File: config.mk
export PLATFORM = sky130hd
export DESIGN_NAME = rtcpw_top
export DESIGN_NICKNAME = d
export VERILOG_FILES = /design/src/logic/rtcpw_pkg.sv /design/src/logic/rtcpw_top.sv
export VERILOG_INCLUDE_DIRS = /design/src /design/src/logic
export SDC_FILE = /design/constraint.sdc
export NUM_CORES = 1
export LEC_CHECK = 0
export ABC_AREA = 1
export BUFFER_PORTS_ARGS = -buffer_cell sky130_fd_sc_hd__buf_4
export CAP_MARGIN = 10
export CORE_MARGIN = 5
export CORE_UTILIZATION = 58
export CTS_CLUSTER_DIAMETER = 120
export DETAILED_ROUTE_END_ITERATION = 10
export PLACE_DENSITY = 0.78
export SYNTH_ARGS = -nofsm -noshare
export SYNTH_HDL_FRONTEND = slang
export SYNTH_SLANG_ARGS = --single-unit
export TNS_END_PERCENT = 50
File: constraint.sdc
create_clock -name clk_i -period 2.96 [get_ports clk_i]
set_clock_uncertainty 0.15 [all_clocks]
set_input_delay 0.148 -clock clk_i [delete_from_list [all_inputs] [get_ports clk_i]]
set_output_delay 0.148 -clock clk_i [all_outputs]
set_load 0.01 [all_outputs]
File: src/logic/rtcpw_consts.svh
// register offsets, field positions, reset values and timing counts of the rtc power block
`ifndef RTCPW_CONSTS_SVH
`define RTCPW_CONSTS_SVH

// register byte offsets
`define RTCPW_OFF_INTCTL  16'h1900
`define RTCPW_OFF_FLAG    16'h1904
`define RTCPW_OFF_TIME    16'h1908
`define RTCPW_OFF_DATE    16'h190C
`define RTCPW_OFF_ALARM   16'h1910
`define RTCPW_OFF_STATUS  16'h1914
`define RTCPW_OFF_PM      16'h1930

// power management fields
`define RTCPW_PM_W        5
`define RTCPW_PM_CLKOUT   0
`define RTCPW_PM_REGULATOR_POWERDOWN_BIT   1
`define RTCPW_PM_REFERENCE_POWERDOWN_BIT    2
`define RTCPW_PM_WAKE_PIN_DIRECTION   3
`define RTCPW_PM_WAKE_OUTPUT_LEVEL  4
`define RTCPW_PM_RESET    5'h10

// interrupt control fields
`define RTCPW_IC_W        10
`define RTCPW_IC_ALM_LSB  0
`define RTCPW_IC_PER_LSB  4
`define RTCPW_IC_WKO_ALM  8
`define RTCPW_IC_WKO_PER  9
`define RTCPW_IC_RESET    10'h000

// flag bits
`define RTCPW_FL_ALARM    0
`define RTCPW_FL_PER      1
`define RTCPW_FL_EXTW     2

// status bits
`define RTCPW_ST_PG       0
`define RTCPW_ST_OSC      1
`define RTCPW_ST_PEND     2

// calendar reset values, bcd
`define RTCPW_TIME_RESET  32'h0100_0000
`define RTCPW_DATE_RESET  32'h0000_0101
`define RTCPW_ALARM_RESET 32'h0000_0000

// timing
`define RTCPW_RTC_HZ       32768
`define RTCPW_MS_PERIOD_US 1000
`define RTCPW_MS_TICKS     ((`RTCPW_RTC_HZ * `RTCPW_MS_PERIOD_US) / 1000000)
`define RTCPW_WR_SYNC_TICKS 2

`endif

File: src/logic/rtcpw_pkg.sv
// types shared by the rtc power block
package rtcpw_pkg;

  // decoded register selector
  typedef enum logic [2:0] {
    REG_NONE,
    REG_INTCTL,
    REG_FLAG,
    REG_TIME,
    REG_DATE,
    REG_ALARM,
    REG_STATUS,
    REG_PM
  } rtcpw_reg_t;

  // alarm granularity
  typedef enum logic [2:0] {
    ALM_OFF,
    ALM_SEC,
    ALM_MIN,
    ALM_HOUR,
    ALM_DAY,
    ALM_WEEK
  } rtcpw_alarm_t;

  // periodic interrupt rate
  typedef enum logic [2:0] {
    PER_OFF,
    PER_MS,
    PER_SEC,
    PER_MIN,
    PER_HOUR,
    PER_DAY
  } rtcpw_per_t;

endpackage

File: src/logic/rtcpw_top.sv
// rtc calendar core with power management, wake pin and wishbone register slave
// Functional notes
// writes synchronised to rtc clock, fast bus
// write visible two rtc clocks later
// oscillator stopped: all writes ignored
// power off: keep registers, drop update
// core cleared only by own power-on reset
// device reset leaves rtc core alone
// alarm, periodic, external wake wake device
// alarm or periodic can drive wake pin
// bcd calendar with leap years to 2099
// bcd values, 24-hour clock
// alarm at second to week granularity
// periodic ms, second, minute, hour, day
// all sources merge into one interrupt
// external wake pulse lasts one rtc period
// power-down bit stops regulator, power-good low
// power-good returns with supply, resets system
// bit 4 sets wake output level
// bit 3 selects wake pin direction
// input active high, output open-drain low
// software keeps pin input for wakeups
// bit 2 also stops the reference
// wake pin or alarm restores regulators
// bit 1 stops regulators, keeps reference
// bit 0 enables rtc clock output
// bits 15 to 5 read zero
// wake input sampled on rtc clock
//
// The Wishbone slave port is this design's own decision.
`timescale 1ns/1ns
`include "rtcpw_consts.svh"
`default_nettype none

module rtcpw_top #(
  parameter int AW        = 16,      // wishbone byte address width
  parameter int SEC_TICKS = 32768    // rtc clocks per second
) (
  // system
  input  wire logic          clk_i,
  input  wire logic          rst_i,
  input  wire logic          por_i,
  // wishbone slave
  input  wire logic          cyc_i,
  input  wire logic          stb_i,
  input  wire logic          we_i,
  input  wire logic [AW-1:0] adr_i,
  input  wire logic [3:0]    sel_i,
  input  wire logic [31:0]   dat_i,
  output logic      [31:0]   dat_o,
  output logic               ack_o,
  // rtc oscillator
  input  wire logic          rtc_clk_i,
  input  wire logic          osc_on_i,
  output logic               rtc_clk_o,
  // power control
  input  wire logic          core_supply_ok_i,
  output logic               regulator_en_o,
  output logic               reference_en_o,
  output logic               internal_power_good_o,
  output logic               isolate_o,
  output logic               sys_reset_o,
  // wake pin, open drain
  input  wire logic          wake_pin_i,
  output logic               wake_pin_o,
  output logic               wake_pin_oe_o,
  // processor side
  output logic               irq_o,
  output logic               wake_req_o
);

  // ---------------- helpers ----------------

  // address to register selector, used by read and by write apply
  function automatic rtcpw_pkg::rtcpw_reg_t reg_decode(input logic [AW-1:0] a);
    logic [15:0] a16;
    a16 = 16'(a);
    case (a16)
      `RTCPW_OFF_INTCTL: reg_decode = rtcpw_pkg::REG_INTCTL;
      `RTCPW_OFF_FLAG:   reg_decode = rtcpw_pkg::REG_FLAG;
      `RTCPW_OFF_TIME:   reg_decode = rtcpw_pkg::REG_TIME;
      `RTCPW_OFF_DATE:   reg_decode = rtcpw_pkg::REG_DATE;
      `RTCPW_OFF_ALARM:  reg_decode = rtcpw_pkg::REG_ALARM;
      `RTCPW_OFF_STATUS: reg_decode = rtcpw_pkg::REG_STATUS;
      `RTCPW_OFF_PM:     reg_decode = rtcpw_pkg::REG_PM;
      default:           reg_decode = rtcpw_pkg::REG_NONE;
    endcase
  endfunction

  // byte-lane merge of write data into old value
  function automatic logic [31:0] merge(input logic [31:0] old, input logic [31:0] wd,
                                        input logic [3:0] sel);
    merge = old;
    for (int i = 0; i < 4; i++) begin
      if (sel[i]) begin
        merge[8*i +: 8] = wd[8*i +: 8];
      end
    end
  endfunction

  // bcd increment of a two-digit value
  function automatic logic [7:0] bcd_inc(input logic [7:0] v);
    if (v[3:0] == 4'h9) begin
      bcd_inc = {v[7:4] + 4'h1, 4'h0};
    end else begin
      bcd_inc = {v[7:4], v[3:0] + 4'h1};
    end
  endfunction

  // leap year for 2000..2099, bcd year; 2000 counts as leap
  function automatic logic bcd_leap(input logic [7:0] y);
    if (y[4] == 1'b0) begin
      bcd_leap = (y[3:0] == 4'h0) || (y[3:0] == 4'h4) || (y[3:0] == 4'h8);
    end else begin
      bcd_leap = (y[3:0] == 4'h2) || (y[3:0] == 4'h6);
    end
  endfunction

  // last day of month, bcd
  function automatic logic [7:0] month_last(input logic [7:0] m, input logic [7:0] y);
    case (m)
      8'h02:                      month_last = bcd_leap(y) ? 8'h29 : 8'h28;
      8'h04, 8'h06, 8'h09, 8'h11: month_last = 8'h30;
      default:                    month_last = 8'h31;
    endcase
  endfunction

  localparam logic [15:0] SEC_LAST = 16'(SEC_TICKS - 1);           // prescaler wrap
  localparam logic [5:0]  MS_LAST  = 6'(`RTCPW_MS_TICKS - 1);      // ms counter wrap
  localparam logic [1:0]  WR_LAST  = 2'(`RTCPW_WR_SYNC_TICKS - 1); // sync age at apply

  // ---------------- declarations ----------------

  // rtc core domain, power-on reset only
  logic                  rtc_prev_r;            // last sampled rtc clock level
  logic [15:0]           presc_r;               // rtc clocks within second
  logic [5:0]            ms_cnt_r;              // rtc clocks within ms
  logic [7:0]            sec_r, min_r, hour_r;  // bcd time
  logic [7:0]            wday_r;                // weekday 1..7
  logic [7:0]            day_r, mon_r, year_r;  // bcd date
  logic [31:0]           alarm_r;               // {wday,hour,min,sec}
  logic [`RTCPW_IC_W-1:0] intctl_r;             // alarm and periodic setup
  logic [2:0]            flag_r;                // sticky event flags
  logic [`RTCPW_PM_W-1:0] pm_r;                 // power management bits
  logic                  pg_r;                  // internal power good
  logic                  sysrst_r;              // system reset pulse
  logic                  clkout_r;              // gated rtc clock out

  // bus domain, device reset
  logic                  ack_r;                 // one-cycle acknowledge
  logic [31:0]           dat_r;                 // read data
  logic                  pend_r;                // write awaiting rtc sync
  logic [AW-1:0]         pend_adr_r;
  logic [31:0]           pend_dat_r;
  logic [3:0]            pend_sel_r;
  logic [1:0]            age_r;                 // rtc clocks seen since write

  // combinational
  logic                  tick;                  // rtc clock rising edge
  logic                  sec_tick, min_car, hour_car, day_car, mon_car;
  logic [7:0]            sec_nxt, min_nxt, hour_nxt, wday_nxt, day_nxt, mon_nxt, year_nxt;
  logic                  ms_evt, alarm_evt, per_evt, ext_evt;
  logic                  wr_go;                 // pending write lands this cycle
  rtcpw_pkg::rtcpw_reg_t wr_reg;                // target of landing write
  logic                  take;                  // bus request accepted
  logic [31:0]           rd_mux;
  logic                  pg_nxt;

  // ---------------- rtc clock sampling ----------------

  // rtc edge detect
  assign tick = rtc_clk_i & ~rtc_prev_r;

  // rtc clock is slow against clk_i, so one sample per edge is enough
  always_ff @(posedge clk_i) begin
    if (por_i) begin
      // held high so a clock already high at release is not a false edge
      rtc_prev_r <= 1'b1;
    end else begin
      rtc_prev_r <= rtc_clk_i;
    end
  end

  // clock output gate
  always_ff @(posedge clk_i) begin
    if (por_i) begin
      clkout_r <= 1'b0;
    end else begin
      clkout_r <= rtc_clk_i & pm_r[`RTCPW_PM_CLKOUT];
    end
  end

  // ---------------- prescalers ----------------

  // second and millisecond dividers; ms runs free, not locked to the second
  always_ff @(posedge clk_i) begin
    if (por_i) begin
      presc_r  <= 16'h0000;
      ms_cnt_r <= 6'h00;
    end else if (tick) begin
      presc_r  <= (presc_r == SEC_LAST) ? 16'h0000 : presc_r + 16'h0001;
      ms_cnt_r <= (ms_cnt_r == MS_LAST) ? 6'h00 : ms_cnt_r + 6'h01;
    end
  end

  assign sec_tick = tick && (presc_r == SEC_LAST);
  assign ms_evt   = tick && (ms_cnt_r == MS_LAST);

  // ---------------- calendar ----------------

  // carry chain through bcd fields
  always_comb begin
    sec_nxt  = sec_r;
    min_nxt  = min_r;
    hour_nxt = hour_r;
    wday_nxt = wday_r;
    day_nxt  = day_r;
    mon_nxt  = mon_r;
    year_nxt = year_r;
    min_car  = 1'b0;
    hour_car = 1'b0;
    day_car  = 1'b0;
    mon_car  = 1'b0;
    if (sec_tick) begin
      if (sec_r == 8'h59) begin
        sec_nxt = 8'h00;
        min_car = 1'b1;
      end else begin
        sec_nxt = bcd_inc(sec_r);
      end
    end
    if (min_car) begin
      if (min_r == 8'h59) begin
        min_nxt  = 8'h00;
        hour_car = 1'b1;
      end else begin
        min_nxt = bcd_inc(min_r);
      end
    end
    // 24-hour wrap
    if (hour_car) begin
      if (hour_r == 8'h23) begin
        hour_nxt = 8'h00;
        day_car  = 1'b1;
      end else begin
        hour_nxt = bcd_inc(hour_r);
      end
    end
    if (day_car) begin
      wday_nxt = (wday_r == 8'h07) ? 8'h01 : wday_r + 8'h01;
      // leap-aware month end
      if (day_r == month_last(mon_r, year_r)) begin
        day_nxt = 8'h01;
        mon_car = 1'b1;
      end else begin
        day_nxt = bcd_inc(day_r);
      end
    end
    // year 99 wraps to 00, closing the 2000..2099 span
    if (mon_car) begin
      if (mon_r == 8'h12) begin
        mon_nxt  = 8'h01;
        year_nxt = (year_r == 8'h99) ? 8'h00 : bcd_inc(year_r);
      end else begin
        mon_nxt = bcd_inc(mon_r);
      end
    end
  end

  // ---------------- events ----------------

  // alarm compare on the new time
  always_comb begin
    logic s_m, m_m, h_m, w_m;
    s_m = (sec_nxt == alarm_r[7:0]);
    m_m = (min_nxt == alarm_r[15:8]);
    h_m = (hour_nxt == alarm_r[23:16]);
    w_m = (wday_nxt == alarm_r[31:24]);
    alarm_evt = 1'b0;
    if (sec_tick) begin
      case (rtcpw_pkg::rtcpw_alarm_t'(intctl_r[`RTCPW_IC_ALM_LSB +: 3]))
        rtcpw_pkg::ALM_SEC:  alarm_evt = 1'b1;
        rtcpw_pkg::ALM_MIN:  alarm_evt = s_m;
        rtcpw_pkg::ALM_HOUR: alarm_evt = s_m & m_m;
        rtcpw_pkg::ALM_DAY:  alarm_evt = s_m & m_m & h_m;
        rtcpw_pkg::ALM_WEEK: alarm_evt = s_m & m_m & h_m & w_m;
        default:             alarm_evt = 1'b0;   // off and unused codes
      endcase
    end
  end

  // periodic rate select
  always_comb begin
    case (rtcpw_pkg::rtcpw_per_t'(intctl_r[`RTCPW_IC_PER_LSB +: 3]))
      rtcpw_pkg::PER_MS:   per_evt = ms_evt;
      rtcpw_pkg::PER_SEC:  per_evt = sec_tick;
      rtcpw_pkg::PER_MIN:  per_evt = min_car;
      rtcpw_pkg::PER_HOUR: per_evt = hour_car;
      rtcpw_pkg::PER_DAY:  per_evt = day_car;
      default:             per_evt = 1'b0;
    endcase
  end

  // input mode, active high, sampled per rtc clock
  assign ext_evt = tick && !pm_r[`RTCPW_PM_WAKE_PIN_DIRECTION] && wake_pin_i;

  // ---------------- register write sync ----------------

  // lands on the second rtc edge after the bus write
  assign wr_go  = pend_r && tick && (age_r == WR_LAST);
  assign wr_reg = reg_decode(pend_adr_r);

  // time registers; landing write beats the count of the same cycle
  always_ff @(posedge clk_i) begin
    logic [31:0] tw, dw;
    tw = merge({wday_r, hour_r, min_r, sec_r}, pend_dat_r, pend_sel_r);
    dw = merge({8'h00, year_r, mon_r, day_r}, pend_dat_r, pend_sel_r);
    // only the core power-on reset, rst_i not used here
    if (por_i) begin
      {wday_r, hour_r, min_r, sec_r} <= `RTCPW_TIME_RESET;
      {year_r, mon_r, day_r}         <= 24'(`RTCPW_DATE_RESET);
    end else if (wr_go && wr_reg == rtcpw_pkg::REG_TIME) begin
      {wday_r, hour_r, min_r, sec_r} <= tw;
    end else if (wr_go && wr_reg == rtcpw_pkg::REG_DATE) begin
      {year_r, mon_r, day_r} <= dw[23:0];
    end else begin
      // keeps running while the chip is off
      {wday_r, hour_r, min_r, sec_r} <= {wday_nxt, hour_nxt, min_nxt, sec_nxt};
      {year_r, mon_r, day_r}         <= {year_nxt, mon_nxt, day_nxt};
    end
  end

  // alarm and interrupt setup
  always_ff @(posedge clk_i) begin
    if (por_i) begin
      alarm_r  <= `RTCPW_ALARM_RESET;
      intctl_r <= `RTCPW_IC_RESET;
    end else if (wr_go && wr_reg == rtcpw_pkg::REG_ALARM) begin
      alarm_r <= merge(alarm_r, pend_dat_r, pend_sel_r);
    end else if (wr_go && wr_reg == rtcpw_pkg::REG_INTCTL) begin
      intctl_r <= `RTCPW_IC_W'(merge(32'(intctl_r), pend_dat_r, pend_sel_r));
    end
  end

  // sticky flags, write one to clear, a new event wins over the clear
  always_ff @(posedge clk_i) begin
    logic [2:0] clr;
    clr = (wr_go && wr_reg == rtcpw_pkg::REG_FLAG) ?
          3'(merge(32'h0000_0000, pend_dat_r, pend_sel_r)) : 3'h0;
    if (por_i) begin
      flag_r <= 3'h0;
    end else begin
      // wake sources latched
      flag_r <= (flag_r & ~clr) | {ext_evt, per_evt, alarm_evt};
    end
  end

  // power management register
  always_ff @(posedge clk_i) begin
    logic [31:0] pw;
    pw = merge(32'(pm_r), pend_dat_r, pend_sel_r);
    if (por_i) begin
      // levels out of reset
      pm_r <= `RTCPW_PM_RESET;
    end else begin
      if (wr_go && wr_reg == rtcpw_pkg::REG_PM) begin
        // upper bits dropped
        pm_r <= pw[`RTCPW_PM_W-1:0];
      end
      // wake pin or alarm restores regulators and reference
      if (ext_evt || alarm_evt) begin
        pm_r[`RTCPW_PM_REGULATOR_POWERDOWN_BIT] <= 1'b0;
        pm_r[`RTCPW_PM_REFERENCE_POWERDOWN_BIT]  <= 1'b0;
      end
    end
  end

  // ---------------- power good ----------------

  // any power-down bit drops power good
  assign pg_nxt = !(pm_r[`RTCPW_PM_REGULATOR_POWERDOWN_BIT] || pm_r[`RTCPW_PM_REFERENCE_POWERDOWN_BIT]) && core_supply_ok_i;

  // power good waits for supply threshold, then one reset pulse
  always_ff @(posedge clk_i) begin
    if (por_i) begin
      pg_r     <= 1'b0;
      sysrst_r <= 1'b0;
    end else begin
      pg_r     <= pg_nxt;
      sysrst_r <= pg_nxt & ~pg_r;
    end
  end

  // regulators off for either bit
  assign regulator_en_o        = ~(pm_r[`RTCPW_PM_REGULATOR_POWERDOWN_BIT] | pm_r[`RTCPW_PM_REFERENCE_POWERDOWN_BIT]);
  // reference off only for bit 2
  assign reference_en_o        = ~pm_r[`RTCPW_PM_REFERENCE_POWERDOWN_BIT];
  assign internal_power_good_o = pg_r;
  assign isolate_o             = ~pg_r;
  assign sys_reset_o           = sysrst_r;
  assign rtc_clk_o             = clkout_r;

  // ---------------- wake pin and interrupt ----------------

  // open drain, low only in output mode; level bit
  // alarm or periodic flag may also pull the pin
  assign wake_pin_oe_o = pm_r[`RTCPW_PM_WAKE_PIN_DIRECTION] &
                         (~pm_r[`RTCPW_PM_WAKE_OUTPUT_LEVEL] |
                          (intctl_r[`RTCPW_IC_WKO_ALM] & flag_r[`RTCPW_FL_ALARM]) |
                          (intctl_r[`RTCPW_IC_WKO_PER] & flag_r[`RTCPW_FL_PER]));
  assign wake_pin_o    = 1'b0;

  // one request for all rtc sources
  assign irq_o      = |flag_r;
  // wake from idle
  assign wake_req_o = |flag_r;

  // ---------------- wishbone slave ----------------

  // reads see live core state; isolated core reads as zero
  always_comb begin
    rd_mux = 32'h0000_0000;
    if (pg_r) begin
      case (reg_decode(adr_i))
        rtcpw_pkg::REG_INTCTL: rd_mux = 32'(intctl_r);
        rtcpw_pkg::REG_FLAG:   rd_mux = 32'(flag_r);
        rtcpw_pkg::REG_TIME:   rd_mux = {wday_r, hour_r, min_r, sec_r};
        rtcpw_pkg::REG_DATE:   rd_mux = {8'h00, year_r, mon_r, day_r};
        rtcpw_pkg::REG_ALARM:  rd_mux = alarm_r;
        rtcpw_pkg::REG_STATUS: rd_mux = {29'h0000_0000, pend_r, osc_on_i, pg_r};
        // reserved bits zero
        rtcpw_pkg::REG_PM:     rd_mux = 32'(pm_r);
        default:               rd_mux = 32'h0000_0000;
      endcase
    end
  end

  // one write in flight; next write stalls until it lands
  assign take = cyc_i && stb_i && !ack_r && !(we_i && pend_r);

  // acknowledge and read data
  always_ff @(posedge clk_i) begin
    if (rst_i) begin
      ack_r <= 1'b0;
      dat_r <= 32'h0000_0000;
    end else begin
      ack_r <= take;
      if (take && !we_i) begin
        dat_r <= rd_mux;
      end
    end
  end

  // pending write capture and rtc-edge age
  always_ff @(posedge clk_i) begin
    if (rst_i) begin
      pend_r     <= 1'b0;
      pend_adr_r <= '0;
      pend_dat_r <= 32'h0000_0000;
      pend_sel_r <= 4'h0;
      age_r      <= 2'h0;
    end else if (!osc_on_i || !pg_r) begin
      // stopped oscillator, update lost on power off
      pend_r <= 1'b0;
      age_r  <= 2'h0;
    end else if (take && we_i) begin
      // captured for the rtc side
      pend_r     <= 1'b1;
      pend_adr_r <= adr_i;
      pend_dat_r <= dat_i;
      pend_sel_r <= sel_i;
      age_r      <= 2'h0;
    end else if (wr_go) begin
      pend_r <= 1'b0;
      age_r  <= 2'h0;
    end else if (pend_r && tick) begin
      age_r <= age_r + 2'h1;
    end
  end

  assign ack_o = ack_r;
  assign dat_o = dat_r;

endmodule // rtcpw_top

`default_nettype wire

==> qor.csv <==
metric,value,unit
status,"complete, no violations",
via-per-instance ratio,5.75,
Die X,156,um
average size of a mapped cell,6.75,um2
Worst-Skew Late Latency,520,ps
post-synthesis sequential area ratio,0.358,
first-pass GRT wire length,62600,um
maximum VDD drop,457,uV
top-count cell post-synth,nand2_1,
Hold Path Origin,rst_i,
Post-synth EDFFs,0,
Core Region,21000,um2
Hold Crit Class,in2reg,
Total Routing Usage GR,0.314,
clk slew on worst S/H paths,60,ps
final count of pins violating max slew,0,
cells after synthesis,1825,
final count of hold timing violations,0,
IO Pins,105,
drt wl/cell,17.3,um
largest net degree at the start of global routing,62,
Startpoint Class,flip-flop,
WL final,39700,um
MaxCap Viol Count,0,
GP Congestion,0.971,
final core occ,0.725,
fmax,352,MHz
top layer in use,met4,
minimum clock period,2840,ps
cell mode on critical path,nand3_1,
Initial DRC Count,1258,
M1 wire length,16400,um
post-route cell area,15200,um2
Row Count,53,
CP Data Arrival Time,3150,ps
worst r2r dst,day_r[6]$_SDFFE_PP0P_,
hold depth,3,
worst hold slack,57.2,ps
CTS tree,done,
CTS Sinks,220,
GR Overflow Total,0,
Crit Reg-Reg Startpoint,mon_r[4]$_SDFFE_PP0P_,
root buffer cell,clkbuf_16,
ys flop type,dfxtp_1,
Reg2Reg Depth,13,
Nets,2090,
Commonest cells post-synth,"366 x nand2_1, 226 x inv_1, 220 x dfxtp_1",
Crit path largest cell delay,350,ps
Setup crit end kind,flip-flop,
Initial Util,0.588,
"Cell Area, Synth",12300,um2
flop-to-flop setup slack,120,ps
initial antenna violation count,1,
Synthesized Nets,1911,
DP Area,13500,um2
HPWL after detailed placement,27700,um
Synth async-reset ratio,0,
met2 wire length,17800,um
CP max FO,5,
fin crit share,0.961,
full die area,24200,um2
Synth area leaders,"dfxtp_1 36%, nand2_1 11%, o21ai_0 8.1%, a21oi_1 7.4%, inv_1 6.9%",
Detail Route Antenna Nets,0,
Inserted Clock Buffers,24,
P&R area growth vs syn,23.4,%
relative slew slack,0.371,
PnR Total Power,0.00660,W
Setup Viol. Count Final,0,
1st-pass router iterations,6,
H-tree depth,1,
share of layout cells above drive strength 1,0.141,
Hold EP,dat_o[29]$_SDFFE_PP0P_,
metal3 WL,3580,um
vias in the first global route,12354,
yosys warns,0,
Cell variety after synth,54,
Setup Crit Path Kind,reg2reg,
post-synth top area cell,dfxtp_1,
worst path bufs/invs,2,
"Data required, critical path",3260,ps
I/O Buffers,103,
clock buffer depth,3,
PD cells,434,nW/um2
Die H,156,um
CP Cell Sequence,inv_1 -> ha_1 -> nand3_1 -> nor2_2 -> nand3_1 -> nand3_1 -> xor2_1 -> nand3b_1 -> nand3_1 -> nand4_1 -> inv_1 -> nand2_1 -> a21oi_1,
DRC errors left,0,
post-synth top area share,0.358,
via count,13205,
register bit total from synthesis,220,
CP max-delay cell,dfxtp_1,
"delay-heaviest family, CP",simple AND/OR/NAND/NOR gates,
Worst Max-Slew Pin Slew,931,ps
Pleak,6.24,nW
worst reg2reg max path, cell delays in order, from the launching register on:
cell and delay (ps):
dfxtp_1 350, inv_1 130, ha_1 160, nand3_1 150, nor2_2 240, nand3_1 170
nand3_1 170, xor2_1 90, nand3b_1 230, nand3_1 200, nand4_1 300, inv_1 220
nand2_1 80, a21oi_1 130
cell usage in the layout (no fill, tap or decap), drive strengths merged, types with 2 or more instances in the layout:
cell type    synthesis  routed
inv                238     238
clkinv               3       5
nand2              377     377
o21ai              208     208
a21oi              184     184
bufinv               0       4
a31oi                8       8
o21a                 2       2
clkbuf              57      35
or2                  6       6
nand3b               3       3
and3                 3       3
dlygate4sd3          0      63
xor2                24      24
o31ai                4       4
o22ai               27      27
o311ai               4       4
nor4                 5       5
nor2               137     137
nand3              160     161
dfxtp              220     220
a211oi               4       4
o221ai              19      19
o211ai              15      15
nand4               35      35
buf                 19     165
ha                  24      24
nor3                24      24
xnor2                7       7
sequential cells by signal, summed over array words and instances (netlist names), 6 cells and up:
| name | flops |
|---|---|
| alarm_r | 32 |
| dat_o | 32 |
| day_r | 8 |
| hour_r | 8 |
| intctl_r | 10 |
| min_r | 8 |
| mon_r | 8 |
| ms_cnt_r | 6 |
| pend_adr_r | 16 |
| pend_dat_r | 32 |
| presc_r | 16 |
| sec_r | 8 |
| wday_r | 8 |
| year_r | 8 |
repair_timing:
item,4_1_cts,5_1_grt
buffers inserted,0,16
endpoints found under the hold margin,89,0
hold buffers,63,0
resized for setup,0,19
setup endpoints to repair,0,68
per-layer routing:
layer  up-vias  GRT usage
li1       6462          -
met2       611      0.503
met4         0      0.141
met5         -          0
met3       129     0.0519
met1      6003      0.419
report_power, final:
group	internal (W)	switching [W]	leakage [nW]
Clock	0.00205	0.00125	0.430
Combinational	0.000146	0.000168	4.03
Sequential	0.00297	0.00000998	1.78
worst max-delay path by stage:
stage / startpoint / endpoint / slack (ps) / depth (start not counted)
floorplan: min_r[1]$_SDFFE_PP0P_ / pm_r[1]$_SDFFE_PP0P_ / 580 / 20
global placement: sec_r[0]$_SDFFE_PP0P_ / pm_r[1]$_SDFFE_PP0P_ / 150 / 18
detailed placement: sec_r[0]$_SDFFE_PP0P_ / pm_r[2]$_SDFFE_PP0P_ / 40 / 18
CTS: sec_r[0]$_SDFFE_PP0P_ / pm_r[2]$_SDFFE_PP0P_ / 20 / 18
global route: presc_r[0]$_SDFFE_PP0N_ / pm_r[1]$_SDFFE_PP0P_ / -60 / 21
finish: mon_r[4]$_SDFFE_PP0P_ / day_r[6]$_SDFFE_PP0P_ / 120 / 13
area by class of cell:
cell class	count	area, um2
Timing Repair Buffer	228	1920
Tap cell	275	344
Inverter	241	908
Fill cell	1754	5760
Clock inverter	7	135
Antenna cell	1	2.50
Clock buffer	35	733
Multi-Input combinational cell	1289	6740
Sequential cell	220	4410
stage by stage:
stage,setup TNS [ps],instances,setup WS [ps]
final,0,2296,116
after global routing,-141,2296,-62.8
after global placement,0,2173,146
after floorplan,0,1825,578
after CTS,0,2278,17.1
after detailed placement,0,2173,35.7
kinds of logic after synthesis:
| logic type | count (synthesis) | synth area share |
|---|---|---|
| fa+ha+maj | 24 | 0.0244 |
| other cells | 1 | 0.000304 |
| simple gates | 752 | 0.281 |
| buf+inv | 317 | 0.100 |
| compound gates | 480 | 0.214 |
| flops | 220 | 0.358 |
| xor+xnor | 31 | 0.0220 |
Power figures use the tool's default switching activity.
